### src/nand_card_pkg.sv
// Purpose: shared types and constants of the NAND / card access engine
// Assumes: one clock, all phase counts in clock cycles
// Notes: bank codes follow the external bank numbering
package nand_card_pkg;
    // Bank codes
    localparam logic [1:0] BANK_N2 = 2'h0;
    localparam logic [1:0] BANK_N3 = 2'h1;
    localparam logic [1:0] BANK_CARD = 2'h2;
    // Card spaces
    localparam logic [1:0] SPC_COMMON = 2'h0;
    localparam logic [1:0] SPC_ATTR = 2'h1;
    localparam logic [1:0] SPC_IO = 2'h2;
    // Access sizes
    localparam logic [1:0] SZ_8 = 2'h0;
    localparam logic [1:0] SZ_16 = 2'h1;
    localparam logic [1:0] SZ_32 = 2'h2;
    // Latch enable address bits
    localparam int ALE_BIT = 17;
    localparam int CLE_BIT = 16;
    // Reset values
    localparam logic [7:0] CNT_RST = 8'h00;
    localparam logic [31:0] DATA_RST = 32'h0000_0000;
    // Engine states
    typedef enum logic [2:0] {
        ST_IDLE = 3'b000,
        ST_RDY = 3'b001,
        ST_SETUP = 3'b010,
        ST_CMD = 3'b011,
        ST_HOLD = 3'b100,
        ST_DONE = 3'b101
    } state_t;
    // One system-side request
    typedef struct packed {
        logic write;
        logic [1:0] bank;
        logic [1:0] space;
        logic [1:0] size;
        logic [25:0] addr;
        logic [31:0] wdata;
    } req_t;
    // Phase timing set
    typedef struct packed {
        logic [7:0] setup;
        logic [7:0] wait_c;
        logic [7:0] hold;
        logic [7:0] hiz;
    } tim_t;
endpackage

### src/nand_card_ctrl.sv
// Purpose: strobed asynchronous access engine for two NAND banks and one card bank
// Assumes: requests and pins synchronous to mclk_i
// Notes: one request at a time, answered by a one-cycle rsp_valid_o
module nand_card_ctrl import nand_card_pkg::*; (
    input wire logic mclk_i,
    input wire logic nrst_i,
    input wire req_t req_i,
    input wire logic req_valid_i,
    output logic req_ready_o,
    input wire tim_t tim_i,
    input wire logic [1:0] nand_wide_i,
    output logic rsp_valid_o,
    output logic rsp_error_o,
    output logic [31:0] rsp_rdata_o,
    output logic [25:0] mem_addr_o,
    input wire logic [15:0] data_i,
    output logic [15:0] data_o,
    output logic data_oe_o,
    output logic [1:0] bank_select_n_o,
    output logic out_strobe_n_o,
    output logic write_strobe_n_o,
    output logic io_read_strobe_n_o,
    output logic io_write_strobe_n_o,
    output logic space_select_n_o,
    output logic card_select_lo_n_o,
    output logic card_select_hi_n_o,
    input wire logic [1:0] ready_busy_i,
    input wire logic wait_in_n_i,
    input wire logic card_irq_in_i,
    input wire logic card_present_i,
    input wire logic io_wide_indicate_n_i,
    output logic card_irq_o,
    output logic io_wide_fault_o
);
    // Number of memory accesses for one request
    function automatic logic [2:0] beats(input logic [1:0] sz, input logic narrow);
        logic [2:0] n;
        n = 3'h1;
        if (narrow)
            n = (sz == SZ_32) ? 3'h4 : (sz == SZ_16) ? 3'h2 : 3'h1;
        else if (sz == SZ_32)
            n = 3'h2;
        return n;
    endfunction

    state_t st_r, st_nxt; // Engine state
    req_t rq_r, rq_nxt; // Latched request
    logic [7:0] cnt_r, cnt_nxt; // Phase counter
    logic [7:0] hz_r, hz_nxt; // Bus high-Z counter
    logic [2:0] beat_r, beat_nxt; // Current beat index
    logic [2:0] last_r, last_nxt; // Last beat index
    logic narrow_r, narrow_nxt; // Byte-wide target
    logic err_r, err_nxt; // Error answer
    logic [31:0] rd_r, rd_nxt; // Read assembly
    logic [25:0] ad_r, ad_nxt; // Address pins
    logic [15:0] wd_r, wd_nxt; // Write data pins
    logic irq_r, irq_nxt; // Card interrupt copy
    logic iof_r, iof_nxt; // Wide indicator fault
    logic act; // Access in progress
    logic nand_t; // Target is a NAND bank
    logic strb; // Command strobe phase
    logic [7:0] wmin; // Wait count, floor one
    logic [7:0] hld; // Hold count minus one
    logic bad_w, bad_c; // Refusal causes

    assign act = (st_r == ST_RDY) || (st_r == ST_SETUP)
                 || (st_r == ST_CMD) || (st_r == ST_HOLD);
    assign nand_t = (rq_r.bank != BANK_CARD);
    assign strb = (st_r == ST_CMD) && (st_r != ST_RDY);
    assign wmin = (tim_i.wait_c == CNT_RST) ? 8'h01 : tim_i.wait_c;
    assign hld = (tim_i.hold == CNT_RST) ? CNT_RST : tim_i.hold - 8'h01;
    assign bad_w = (req_i.bank != BANK_CARD) && !nand_wide_i[req_i.bank[0]]
                   ? 1'b0 : (req_i.bank != BANK_CARD) && req_i.write
                   && (req_i.size == SZ_8);
    assign bad_c = (req_i.bank == BANK_CARD) && !card_present_i;

    // Next state and datapath of the access engine
    always_comb
    begin
        st_nxt = st_r;
        rq_nxt = rq_r;
        cnt_nxt = cnt_r;
        hz_nxt = (hz_r != CNT_RST) ? hz_r - 8'h01 : hz_r;
        beat_nxt = beat_r;
        last_nxt = last_r;
        narrow_nxt = narrow_r;
        err_nxt = err_r;
        rd_nxt = rd_r;
        ad_nxt = ad_r;
        wd_nxt = wd_r;
        irq_nxt = card_irq_in_i;
        iof_nxt = act && !nand_t && (rq_r.space == SPC_IO)
                  && io_wide_indicate_n_i;
        case (st_r)
            ST_IDLE:
            begin
                if (req_valid_i)
                begin
                    rq_nxt = req_i;
                    narrow_nxt = (req_i.bank != BANK_CARD) && !nand_wide_i[req_i.bank[0]];
                    last_nxt = beats(req_i.size, narrow_nxt) - 3'h1;
                    beat_nxt = 3'h0;
                    err_nxt = bad_w || bad_c;
                    rd_nxt = DATA_RST;
                    st_nxt = (bad_w || bad_c) ? ST_DONE : ST_RDY;
                end
            end
            ST_RDY:
            begin
                // Hold until both NAND parts report ready
                if (&ready_busy_i)
                begin
                    st_nxt = ST_SETUP;
                    cnt_nxt = tim_i.setup;
                    hz_nxt = tim_i.hiz;
                    ad_nxt = narrow_r ? rq_r.addr + {23'h0, beat_r}
                             : (rq_r.size == SZ_8) ? rq_r.addr
                             : rq_r.addr + {22'h0, beat_r, 1'b0};
                    if (narrow_r)
                        wd_nxt = {8'h00, rq_r.wdata[{beat_r[1:0], 3'h0} +: 8]};
                    else if (rq_r.size == SZ_8)
                        wd_nxt = {rq_r.wdata[7:0], rq_r.wdata[7:0]};
                    else
                        wd_nxt = rq_r.wdata[{beat_r[0], 4'h0} +: 16];
                end
            end
            ST_SETUP:
            begin
                if (cnt_r == CNT_RST)
                begin
                    st_nxt = ST_CMD;
                    cnt_nxt = wmin;
                end
                else
                    cnt_nxt = cnt_r - 8'h01;
            end
            ST_CMD:
            begin
                // Strobe ends only when count spent and wait released
                if ((cnt_r == CNT_RST) && wait_in_n_i)
                begin
                    st_nxt = ST_HOLD;
                    cnt_nxt = hld;
                    if (narrow_r)
                        rd_nxt[{beat_r[1:0], 3'h0} +: 8] = data_i[7:0];
                    else if (rq_r.size == SZ_8)
                        rd_nxt[7:0] = rq_r.addr[0] ? data_i[15:8] : data_i[7:0];
                    else
                        rd_nxt[{beat_r[0], 4'h0} +: 16] = data_i;
                end
                else if (cnt_r != CNT_RST)
                    cnt_nxt = cnt_r - 8'h01;
            end
            ST_HOLD:
            begin
                if (cnt_r == CNT_RST)
                begin
                    if (beat_r == last_r)
                        st_nxt = ST_DONE;
                    else
                    begin
                        beat_nxt = beat_r + 3'h1;
                        st_nxt = ST_RDY;
                    end
                end
                else
                    cnt_nxt = cnt_r - 8'h01;
            end
            ST_DONE:
                st_nxt = ST_IDLE;
            default:
                st_nxt = ST_IDLE;
        endcase
    end

    // State registers
    always_ff @(posedge mclk_i or negedge nrst_i)
    begin
        if (!nrst_i)
        begin
            st_r <= ST_IDLE;
            rq_r <= '0;
            cnt_r <= CNT_RST;
            hz_r <= CNT_RST;
            beat_r <= 3'h0;
            last_r <= 3'h0;
            narrow_r <= 1'b0;
            err_r <= 1'b0;
            rd_r <= DATA_RST;
            ad_r <= '0;
            wd_r <= 16'h0000;
            irq_r <= 1'b0;
            iof_r <= 1'b0;
        end
        else
        begin
            st_r <= st_nxt;
            rq_r <= rq_nxt;
            cnt_r <= cnt_nxt;
            hz_r <= hz_nxt;
            beat_r <= beat_nxt;
            last_r <= last_nxt;
            narrow_r <= narrow_nxt;
            err_r <= err_nxt;
            rd_r <= rd_nxt;
            ad_r <= ad_nxt;
            wd_r <= wd_nxt;
            irq_r <= irq_nxt;
            iof_r <= iof_nxt;
        end
    end

    // System side handshake and answer
    assign req_ready_o = (st_r == ST_IDLE);
    assign rsp_valid_o = (st_r == ST_DONE);
    assign rsp_error_o = (st_r == ST_DONE) && err_r;
    assign rsp_rdata_o = rd_r;
    assign card_irq_o = irq_r;
    assign io_wide_fault_o = iof_r;

    // Memory pins decoded from registered state
    assign mem_addr_o = ad_r;
    assign data_o = wd_r;
    assign data_oe_o = rq_r.write && (hz_r == CNT_RST) && act
                       && (st_r != ST_RDY);
    assign bank_select_n_o[0] = !(act && (rq_r.bank == BANK_N2));
    assign bank_select_n_o[1] = !(act && (rq_r.bank == BANK_N3));
    assign out_strobe_n_o = !(strb && !rq_r.write
                              && (nand_t || (rq_r.space != SPC_IO)));
    assign write_strobe_n_o = !(strb && rq_r.write
                                && (nand_t || (rq_r.space != SPC_IO)));
    assign io_read_strobe_n_o = !(strb && !rq_r.write && !nand_t
                                  && (rq_r.space == SPC_IO));
    assign io_write_strobe_n_o = !(strb && rq_r.write && !nand_t
                                   && (rq_r.space == SPC_IO));
    assign space_select_n_o = !act || nand_t || (rq_r.space == SPC_COMMON);
    assign card_select_lo_n_o = !(act && !nand_t
                                  && ((rq_r.size != SZ_8) || !rq_r.addr[0]));
    assign card_select_hi_n_o = !(act && !nand_t
                                  && ((rq_r.size != SZ_8) || rq_r.addr[0]));
endmodule // nand_card_ctrl

### config.mk
export PLATFORM = sky130hd
export DESIGN_NAME = nand_card_ctrl
export DESIGN_NICKNAME = d
export VERILOG_FILES = /design/src/nand_card_pkg.sv /design/src/nand_card_ctrl.sv
export SDC_FILE = /design/constraint.sdc
export NUM_CORES = 1
export LEC_CHECK = 0
export ABC_AREA = 1
export ABC_CLOCK_PERIOD_IN_PS = 4900
export BUFFER_PORTS_ARGS = -buffer_cell sky130_fd_sc_hd__buf_2
export CORE_UTILIZATION = 59
export CTS_CLUSTER_SIZE = 16
export DETAILED_ROUTE_END_ITERATION = 16
export GPL_TIMING_DRIVEN = 0
export PLACE_DENSITY = 0.87
export RECOVER_POWER = 25
export REMOVE_ABC_BUFFERS = 1
export SETUP_SLACK_MARGIN = 0.1
export SLEW_MARGIN = 20
export SYNTH_ARGS = -nofsm -noshare
export SYNTH_HDL_FRONTEND = slang
export SYNTH_SLANG_ARGS = --single-unit
### constraint.sdc
create_clock -name mclk_i -period 4.9 [get_ports mclk_i]
set_input_delay 0.245 -clock mclk_i [delete_from_list [all_inputs] [get_ports mclk_i]]
set_output_delay 0.245 -clock mclk_i [all_outputs]
set_load 0.005 [all_outputs]
# Yosys cells after proc, flatten, opt, wreduce, memory -nomap -nowiden

Index checks and enable logic that the tools add are counted.

Register bits: 168
Bits of input ports: 124
Word-level logic and storage cells: 175
Output and inout port bits: 89

Multiplexer cells: 45
$add $sub $neg: 9
Reduce and logical (&&, ||, !) cells: 71
Shifts and indexed selects: 6
Equal/unequal tests: 24
$lt $le $gt $ge: 1

Operator list:

| cell                                                                     | count |
|---|---|
| 32-bit two-way mux                                                       | 3 |
| 8-bit two-way mux                                                        | 12 |
| 32-bit bitwise mux                                                       | 2 |
| 32-bit case mux with 2 select lines                                      | 1 |
| 26-bit two-way mux                                                       | 2 |
| 3-bit two-way mux                                                        | 14 |
| 8-bit logical NOT                                                        | 4 |
| 16-bit two-way mux                                                       | 2 |
| 8-bit case mux with 4 select lines                                       | 1 |
| 16-bit by 7-bit variable shift with 32-bit output (first input constant) | 1 |
| 8-bit by 7-bit variable shift with 32-bit output (first input constant)  | 1 |
| 16-bit by 7-bit indexed part select with 32-bit output                   | 1 |
| 32-bit by 6-bit indexed part select with 16-bit output                   | 1 |
| 32-bit by 6-bit indexed part select with 8-bit output                    | 1 |
| 8-bit by 7-bit indexed part select with 32-bit output                    | 1 |
| 26-bit by 3-bit adder with 26-bit output                                 | 1 |
| 26-bit by 4-bit adder with 26-bit output                                 | 1 |
| 1-bit logical AND                                                        | 25 |
| 24-bit two-way mux                                                       | 1 |
| 8-bit by 1-bit subtractor with 8-bit output (second input constant)      | 3 |
| 8-bit nonzero test                                                       | 2 |
| 3-bit case mux with 5 select lines                                       | 1 |
| 1-bit logical NOT                                                        | 14 |
| 5-bit negation with 7-bit output                                         | 2 |
| 25 further kinds                                                         | 59 |

# Longest topological paths before layout

Gate-level depths: netlist of the first run.

Depth in word-level cells: 9
Gate-level depth with buffers: 14
Mapped depth without buffers: 13

# Worst setup path after synthesis of the first run

No wires, ideal clock.

Kind: reg-to-reg
Start point: register beat_r[1]
End point: register ad_r[12], in the netlist mem_addr_o[12]
Required time: 4.834 ns
Library setup time: 0.066 ns
Period minus slack after synthesis: 2.352 ns
Setup slack: 2.548 ns
Arrival time: 2.286 ns
Buffers on the path: 2
Stages on the path, launching flop included: 14
Path through: dfrtp_1 > clkinv_1 > clkbuf_1 > fa_1 > inv_1 > nand2_1 > nand2_1 > nand3_1 > nand2_1 > clkbuf_1 > nand2_1 > o21bai_1 > nand3_1 > nand2_1

Longest elaborated chain between the ends: 3
Elaborated cells on any way between the ends: 4
Classes of those cells: 2 x add/sub; 2 x mux

Ends and longest elaborated chain:

| element                                  | RTL line              | text |
|---|---|---|
| start, declared                          | nand_card_ctrl.sv:50  | `logic [2:0] beat_r, beat_nxt;` |
| start signal, assigned                   | nand_card_ctrl.sv:201 | `beat_r <= beat_nxt;` |
| 26-bit by 4-bit adder with 26-bit output | nand_card_ctrl.sv:118 | `: rq_r.addr + {22'h0, beat_r, 1'b0};` |
| 26-bit two-way mux                       | nand_card_ctrl.sv:117 | `: (rq_r.size == SZ_8) ? rq_r.addr` |
| 26-bit two-way mux *                     | nand_card_ctrl.sv:116 | `ad_nxt = narrow_r ? rq_r.addr + {23'h0, beat_r}` |
| end signal, assigned                     | nand_card_ctrl.sv:206 | `ad_r <= ad_nxt;` |
| end, declared                            | nand_card_ctrl.sv:55  | `logic [25:0] ad_r, ad_nxt;` |

Mark *: on every way between the ends. The rest lies on a longest branch, timed or not.
A chain may end at the register's enable or synchronous reset.

# Worst setup path in the final report of the first run

Same ends and word-level chain as after synthesis.

==> results.cfg, run 1 <==
[drt]
top_layer_used = met4
drt_iter0_drc = 741
wl_per_cell_um = 14.5
wl_met2_um = 11800
routed_wl_um = 24400
routed_via_density = 5.41
antenna_left = 0
met1_length_um = 10300
wl_met3_um = 1580
drc = 0
dr.pass1.iters = 6
vias = 9115

[die]
coreArea_um2 = 15400
die-area_um2 = 16500
die_w_um = 129
die_h_um = 129
num_io_pins = 213
start_util_pct = 61.2
rows = 45

[critical_path]
regToRegStartpoint = beat_r[1]
setup.worst_path.end_class = register
crit_required_ns = 5.26
crit_arrival_ns = 3.54
rrSetupSlack_ns = 1.72
crit_end = mem_addr_o[12]
cp_max_fo = 20
cp-start-kind = register
r2r_cells = 11
setup.worst_path.class = register to register
crit_start = beat_r[1]
worstReg2RegEnd = mem_addr_o[12]

[global_route]
track_usage_pct = 30.7
grt_overflow_total = 0
antenna_found_initial = 0
grt_max_degree = 98
grt_pass1_wl_um = 40000
grt_pass1_vias = 8646

[cts]
worstSkewPairLatency_ns = 0.43
clockBufferDepth = 2
cts_max_level = 4
post_cts_resized = 0
path_clk_slew_ns = 0.06
cts_hold_buf = 2
cts_tree = done
cts_buffers = 17
cts_setup_buffers = 0
clock-sinks = 167
cts-root-buf = clkbuf_16

[placed_design]
pre_cts_ws_ns = 1.74
globalplace.congestion = 0.878
portBuffers = 212
dpl.cell_count = 1653
hpwl_um = 17000

[sta]
min_period_ns = 3.18
rsz0062_at_grt = no
worst_pin_slew_ns = 2.46
relSlewSlack_pct = -63.7
layout_setup_ws_ns = 1.72
final-hold-violation-count = 0
fmax_mhz = 315
slew_viol_final = 97
finClkSkew_ns = 0.00791
finalSetupViolations = 0
min_period_over_period_pct = 64.8

[outcome]
status = complete, but fails checks
violations = capacitance limit, slew limit

[hold_path]
min_path_type = input pin to register
hold_start = req_i[13]

[job]
max_cap_viol_count = 1

[pwr]
p_per_area_nw_per_um2 = 294
vdd_ir_drop_max_v = 0.000266
leakage_nw = 5.86
power_mw = 3.32

[logic_synthesis]
syn_inst = 1270
synthesis.area_um2 = 9440
ys_types = 39
synth_area_per_cell_um2 = 7.43
synth-seq-cells = 167
yosysWarnings = 0
synth_seq_area_share_pct = 44.3

[finish]
drive_above_1_share_pct = 20.4
final_nets = 1608
instances_no_fill = 1686
fillCellCount = 1281
area_delta_synth_final_pct = 19.7
post-route-util_pct = 73.3
antenna_cells = 0
[logic make-up (layout without fill, tap and decap cells)]
family	Yosys count	after routing	share of synthesized area, %
buffers and inverters	195	400	8.34
and+or+nand+nor	645	645	28.8
xor gates and xnor gates	20	20	1.86
adders and majority gates	21	21	2.94
AOI/OAI and AO/OA	222	222	13.8
DFF	167	167	44.3
[metrics by stage]
stage | TNS, ns | area, um2 | hold WS, ns
after floorplan | 0 | 9220 | -0.0506
after global placement | -15.54 | 10500 | 0.358
after detailed placement | 0 | 10700 | 0.0205
after CTS | 0 | 11300 | 0.00679
after global routing | 0 | 11300 | 0.00642
final | 0 | 11300 | 0.0143
[critical path, cell delays in order (launching register included)]
cell	delay [ns]
dfrtp_1	0.56
clkinv_1	0.58
fa_1	0.62
inv_1	0.10
nand2_1	0.06
nand2_1	0.06
nand3_1	0.06
nand2_1	0.55
nand2_1	0.15
o21bai_1	0.16
nand3_1	0.10
nand2_1	0.10
[state kept, by name, indices dropped and copies added, names as in the netlist]
register and cells:
cnt_r 8, data_o 16, st_r 3, card_irq_o 1
rq_r 65, mem_addr_o 26, beat_r 3, narrow_r 1
rsp_rdata_o 32, io_wide_fault_o 1, hz_r 8, last_r 2
err_r 1
[worst min path at each step]
| stage | end | slack [ns] | depth (start not counted) |
|---|---|---|---|
| after floorplan | beat_r[0] | -0.05 | 0 |
| after global placement | card_irq_o | 0.36 | 1 |
| after detailed placement | card_irq_o | 0.02 | 1 |
| after CTS | rq_r[29] | 0.007 | 3 |
| after global routing | rq_r[1] | 0.006 | 3 |
| final | rq_r[13] | 0.01 | 3 |
[report_power, final]
part | switching [mW] | leakage [nW] | total (mW) | internal (mW)
Sequential | 0.0638 | 2.06 | 1.53 | 1.46
Combinational | 0.213 | 3.49 | 0.366 | 0.153
Clock | 0.548 | 0.311 | 1.43 | 0.880
[routing by layer]
metal / GRT usage, % / vias up
met5: 0 / -
met4: 13.3 / 0
met3: 5.61 / 59
met2: 51.0 / 383
met1: 39.5 / 4201
li1: - / 4472
[layout make-up]
cell class	count	area [um2]	share of cell area, %
clock buffers	20	457	4.04
multi-input cells	908	4490	39.7
well taps	211	264	2.34
inverters	150	563	4.98
flip-flops and latches	167	4180	37.0
clock inverters	11	170	1.51
repair buffers	219	1180	10.5
[cells in the final DEF, fill, tap and decap left out, types with 3 or more instances in the layout]
master     instances
inv_2             12
nor2_2             7
buf_2            209
o21ai_1           27
a22oi_1           16
xor2_1            17
nand3_1           80
ha_1              19
a21oi_1           13
xnor2_1            3
nand2_2            5
clkinv_2           3
o21ai_2           17
o221ai_1           8
nor2_4             3
nor3_1            10
clkbuf_16         17
nand2_4            3
bufinv_16          4
o21ai_0          118
nand4_1           19
buf_16             3
nand2_1          414
o22ai_1            9
inv_1            137
o211ai_1          11
dfrtp_1          166
nor2_1            92
clkbuf_1           4
[synth_stat cells]
cell type	n	area share, %
buf_2	14	0.74
nand3b_1	2	0.16
nand2_2	5	0.33
fa_1	2	0.42
and3_1	1	0.066
xor2_1	17	1.6
nand2_1	414	16
o21ai_1	27	1.4
dfrtp_1	167	44
inv_2	12	0.48
a31oi_1	1	0.066
nor3_2	1	0.11
or2_2	2	0.13
nand4_1	19	1.3
nor2_1	92	3.7
o221ai_1	8	0.74
a22oi_1	16	1.3
ha_1	19	2.5
nand3_2	2	0.21
nor3_4	2	0.34
o21ai_2	17	1.6
clkinv_1	1	0.040
nand3_1	80	4.2
clkbuf_1	26	1.0
inv_1	137	5.4
o22ai_1	9	0.60
xnor2_1	3	0.28
nor2_2	9	0.60
nor2_4	1	0.12
nand2_4	3	0.36
o21ai_0	118	6.3
nor3_1	10	0.53
a21oi_4	1	0.17
nor4_1	1	0.066
o21bai_1	1	0.080
o211ai_1	11	0.87
nor2_8	1	0.21
buf_6	5	0.60
a21oi_1	13	0.69
No activity file was read; power rests on OpenSTA's default activity.
==> run 2: changes to the inputs <==
Settings changed: ABC_CLOCK_PERIOD_IN_PS 4900 to 2600, CORE_UTILIZATION 59 to 50, PLACE_DENSITY 0.87 to 0.79.
Clock period 4.9 ns to 2.6 ns, I/O delays scaled along.
==> run 2 against run 1 <==
  * The run now ends clean
  * Clock power grew 76%
  * Global-route usage shrank 2.5 points
  * Hold slack gained 0.015 ns
  * Worst setup slack lost 1.5 ns
  * First-iteration DRC count shrank 22%
  * Cell area grew 7.8%
  * Combinational power grew 120%
  * Die area grew 18%
  * Critical path type unchanged
==> results.cfg, run 2 (synthesized netlist as in run 1, its figures left out) <==
[finish]
largest_register_ffs = 65
largest-register = rq_r
final_common_cell = nand2_1
area_delta_synth_final_pct = 29.0
post-route-util_pct = 66.9
final_nets = 1691
final_cell_mix = 410 x nand2_1, 208 x buf_2, 165 x dfrtp_1
drive_above_1_share_pct = 20.3

[cts]
clock-sinks = 167
cts-root-buf = clkbuf_16
worstSkewPairLatency_ns = 0.42
cts_max_level = 4
cts_tree = done
path_clk_slew_ns = 0.07
cts_buffers = 17
clockBufferDepth = 2

[sta]
final.setup.tns_ns = 0
min_period_ns = 2.36
fmax_mhz = 423
min_period_over_period_pct = 90.9
worst_pin_slew_ns = 1.36
final-hold-violation-count = 0
slew_viol_final = 0
finClkSkew_ns = 0.0111
rsz0062_at_grt = no
finalSetupViolations = 0
relSlewSlack_pct = 9.07

[critical_path]
crit_start = st_r[1]
regToRegStartpoint = st_r[1]
setup.worst_path.end_class = register
crit_arrival_ns = 2.64
cp-start-kind = register
cp_max_fo = 46
setup.worst_path.class = register to register
crit_required_ns = 2.87

[pwr]
vdd_ir_drop_max_v = 0.000419
leakage_nw = 6.20
p_per_area_nw_per_um2 = 508

[drt]
vias = 9422
drc = 0
drt_iter0_drc = 577
wl_per_cell_um = 14.9
routed_via_density = 5.27
antenna_left = 0
routed_wl_um = 26600
dr.pass1.iters = 5

[global_route]
antenna_found_initial = 1
grt_pass1_wl_um = 44000
grt_overflow_total = 0
grt_max_degree = 95
grt_pass1_vias = 9078
track_usage_pct = 28.2

[hold_path]
min_path_type = input pin to register
hold_start = req_i[62]

[die]
die_w_um = 139
coreArea_um2 = 18200
start_util_pct = 51.9
die-area_um2 = 19400
num_io_pins = 213
die_h_um = 139
rows = 49

[placed_design]
globalplace.congestion = 0.889
hpwl_um = 17400
portBuffers = 212

[outcome]
status = finished clean

[job]
max_cap_viol_count = 0
-- run 2: cell count changes in the layout (fill, tap and decap cells not counted), moves of 3 or more --
cell           previous run  this run
dlygate4sd3_1             2        83
nand2_1                 414       410
bufinv_16                 4         1
inv_6                     2         5
nand2_2                   5         8
nor2_1                   92        89
nor2_2                    7        10
-- run 2: what timing repair did --
action | 4_1_cts | 5_1_grt
hold buffers | 83 | 0
setup endpoints to repair | 60 | 50
hold endpoints to repair | 175 | 0
setup buffers | 1 | 1
gates resized for setup | 7 | 8
-- run 2: final timing paths --
check | to | slack, ns | cells after the start
max | data_o[7] | 0.24 | 7
min | rq_r[62] | 0.03 | 3
max reg2reg | data_o[7] | 0.24 | 7
min reg2reg | mem_addr_o[19] | 0.48 | 2
max in group asynchronous | rq_r[19] | 1.01 | 3
min in group asynchronous | card_irq_o | 0.58 | 2
-- run 2: per-layer routing --
metal	global-route usage, %	vias to the layer above	share of wire (%)
met1	36.6	4408	44
met4	9.30	0	1.9
met3	5.06	33	5.5
li1	-	4647	-
met5	0	-	0
met2	47.5	334	48
-- run 2: through the flow --
stage	std cells	hold slack (ns)	total power [mW]	setup WS, ns	cell area (um2)
after floorplan	1225	-0.166	3.28	-1.31	9220
after CTS	1787	0.0121	6.23	0.0802	12200
after global placement	1666	0.243	3.56	-3.35	10600
after global routing	1789	0.0327	6.46	0.107	12200
after detailed placement	1671	0.207	3.61	-0.620	10700
final	1789	0.0294	6.19	0.237	12200
-- run 2: worst max-delay path: stages (launching register included) --
cell	delay, ns
dfrtp_1	0.51
inv_2	0.11
nand3_1	0.15
nor2_4	0.09
inv_2	0.67
nor2_1	0.11
inv_2	0.35
o221ai_1	0.21
-- run 2: final cells by class --
class / count / area, um2
fillers: 1535 / 6030
multi-input cells: 908 / 4520
flip-flops and latches: 167 / 4180
repair buffers: 302 / 2040
inverters: 150 / 568
clock buffers: 20 / 467
well taps: 229 / 287
clock inverters: 12 / 114
diodes: 1 / 2.50
-- run 2: power by group --
part / internal (mW) / leakage (nW) / switching, mW
combinational: 0.369 / 3.85 / 0.422
clock: 1.41 / 0.294 / 1.11
sequential: 2.76 / 2.06 / 0.121
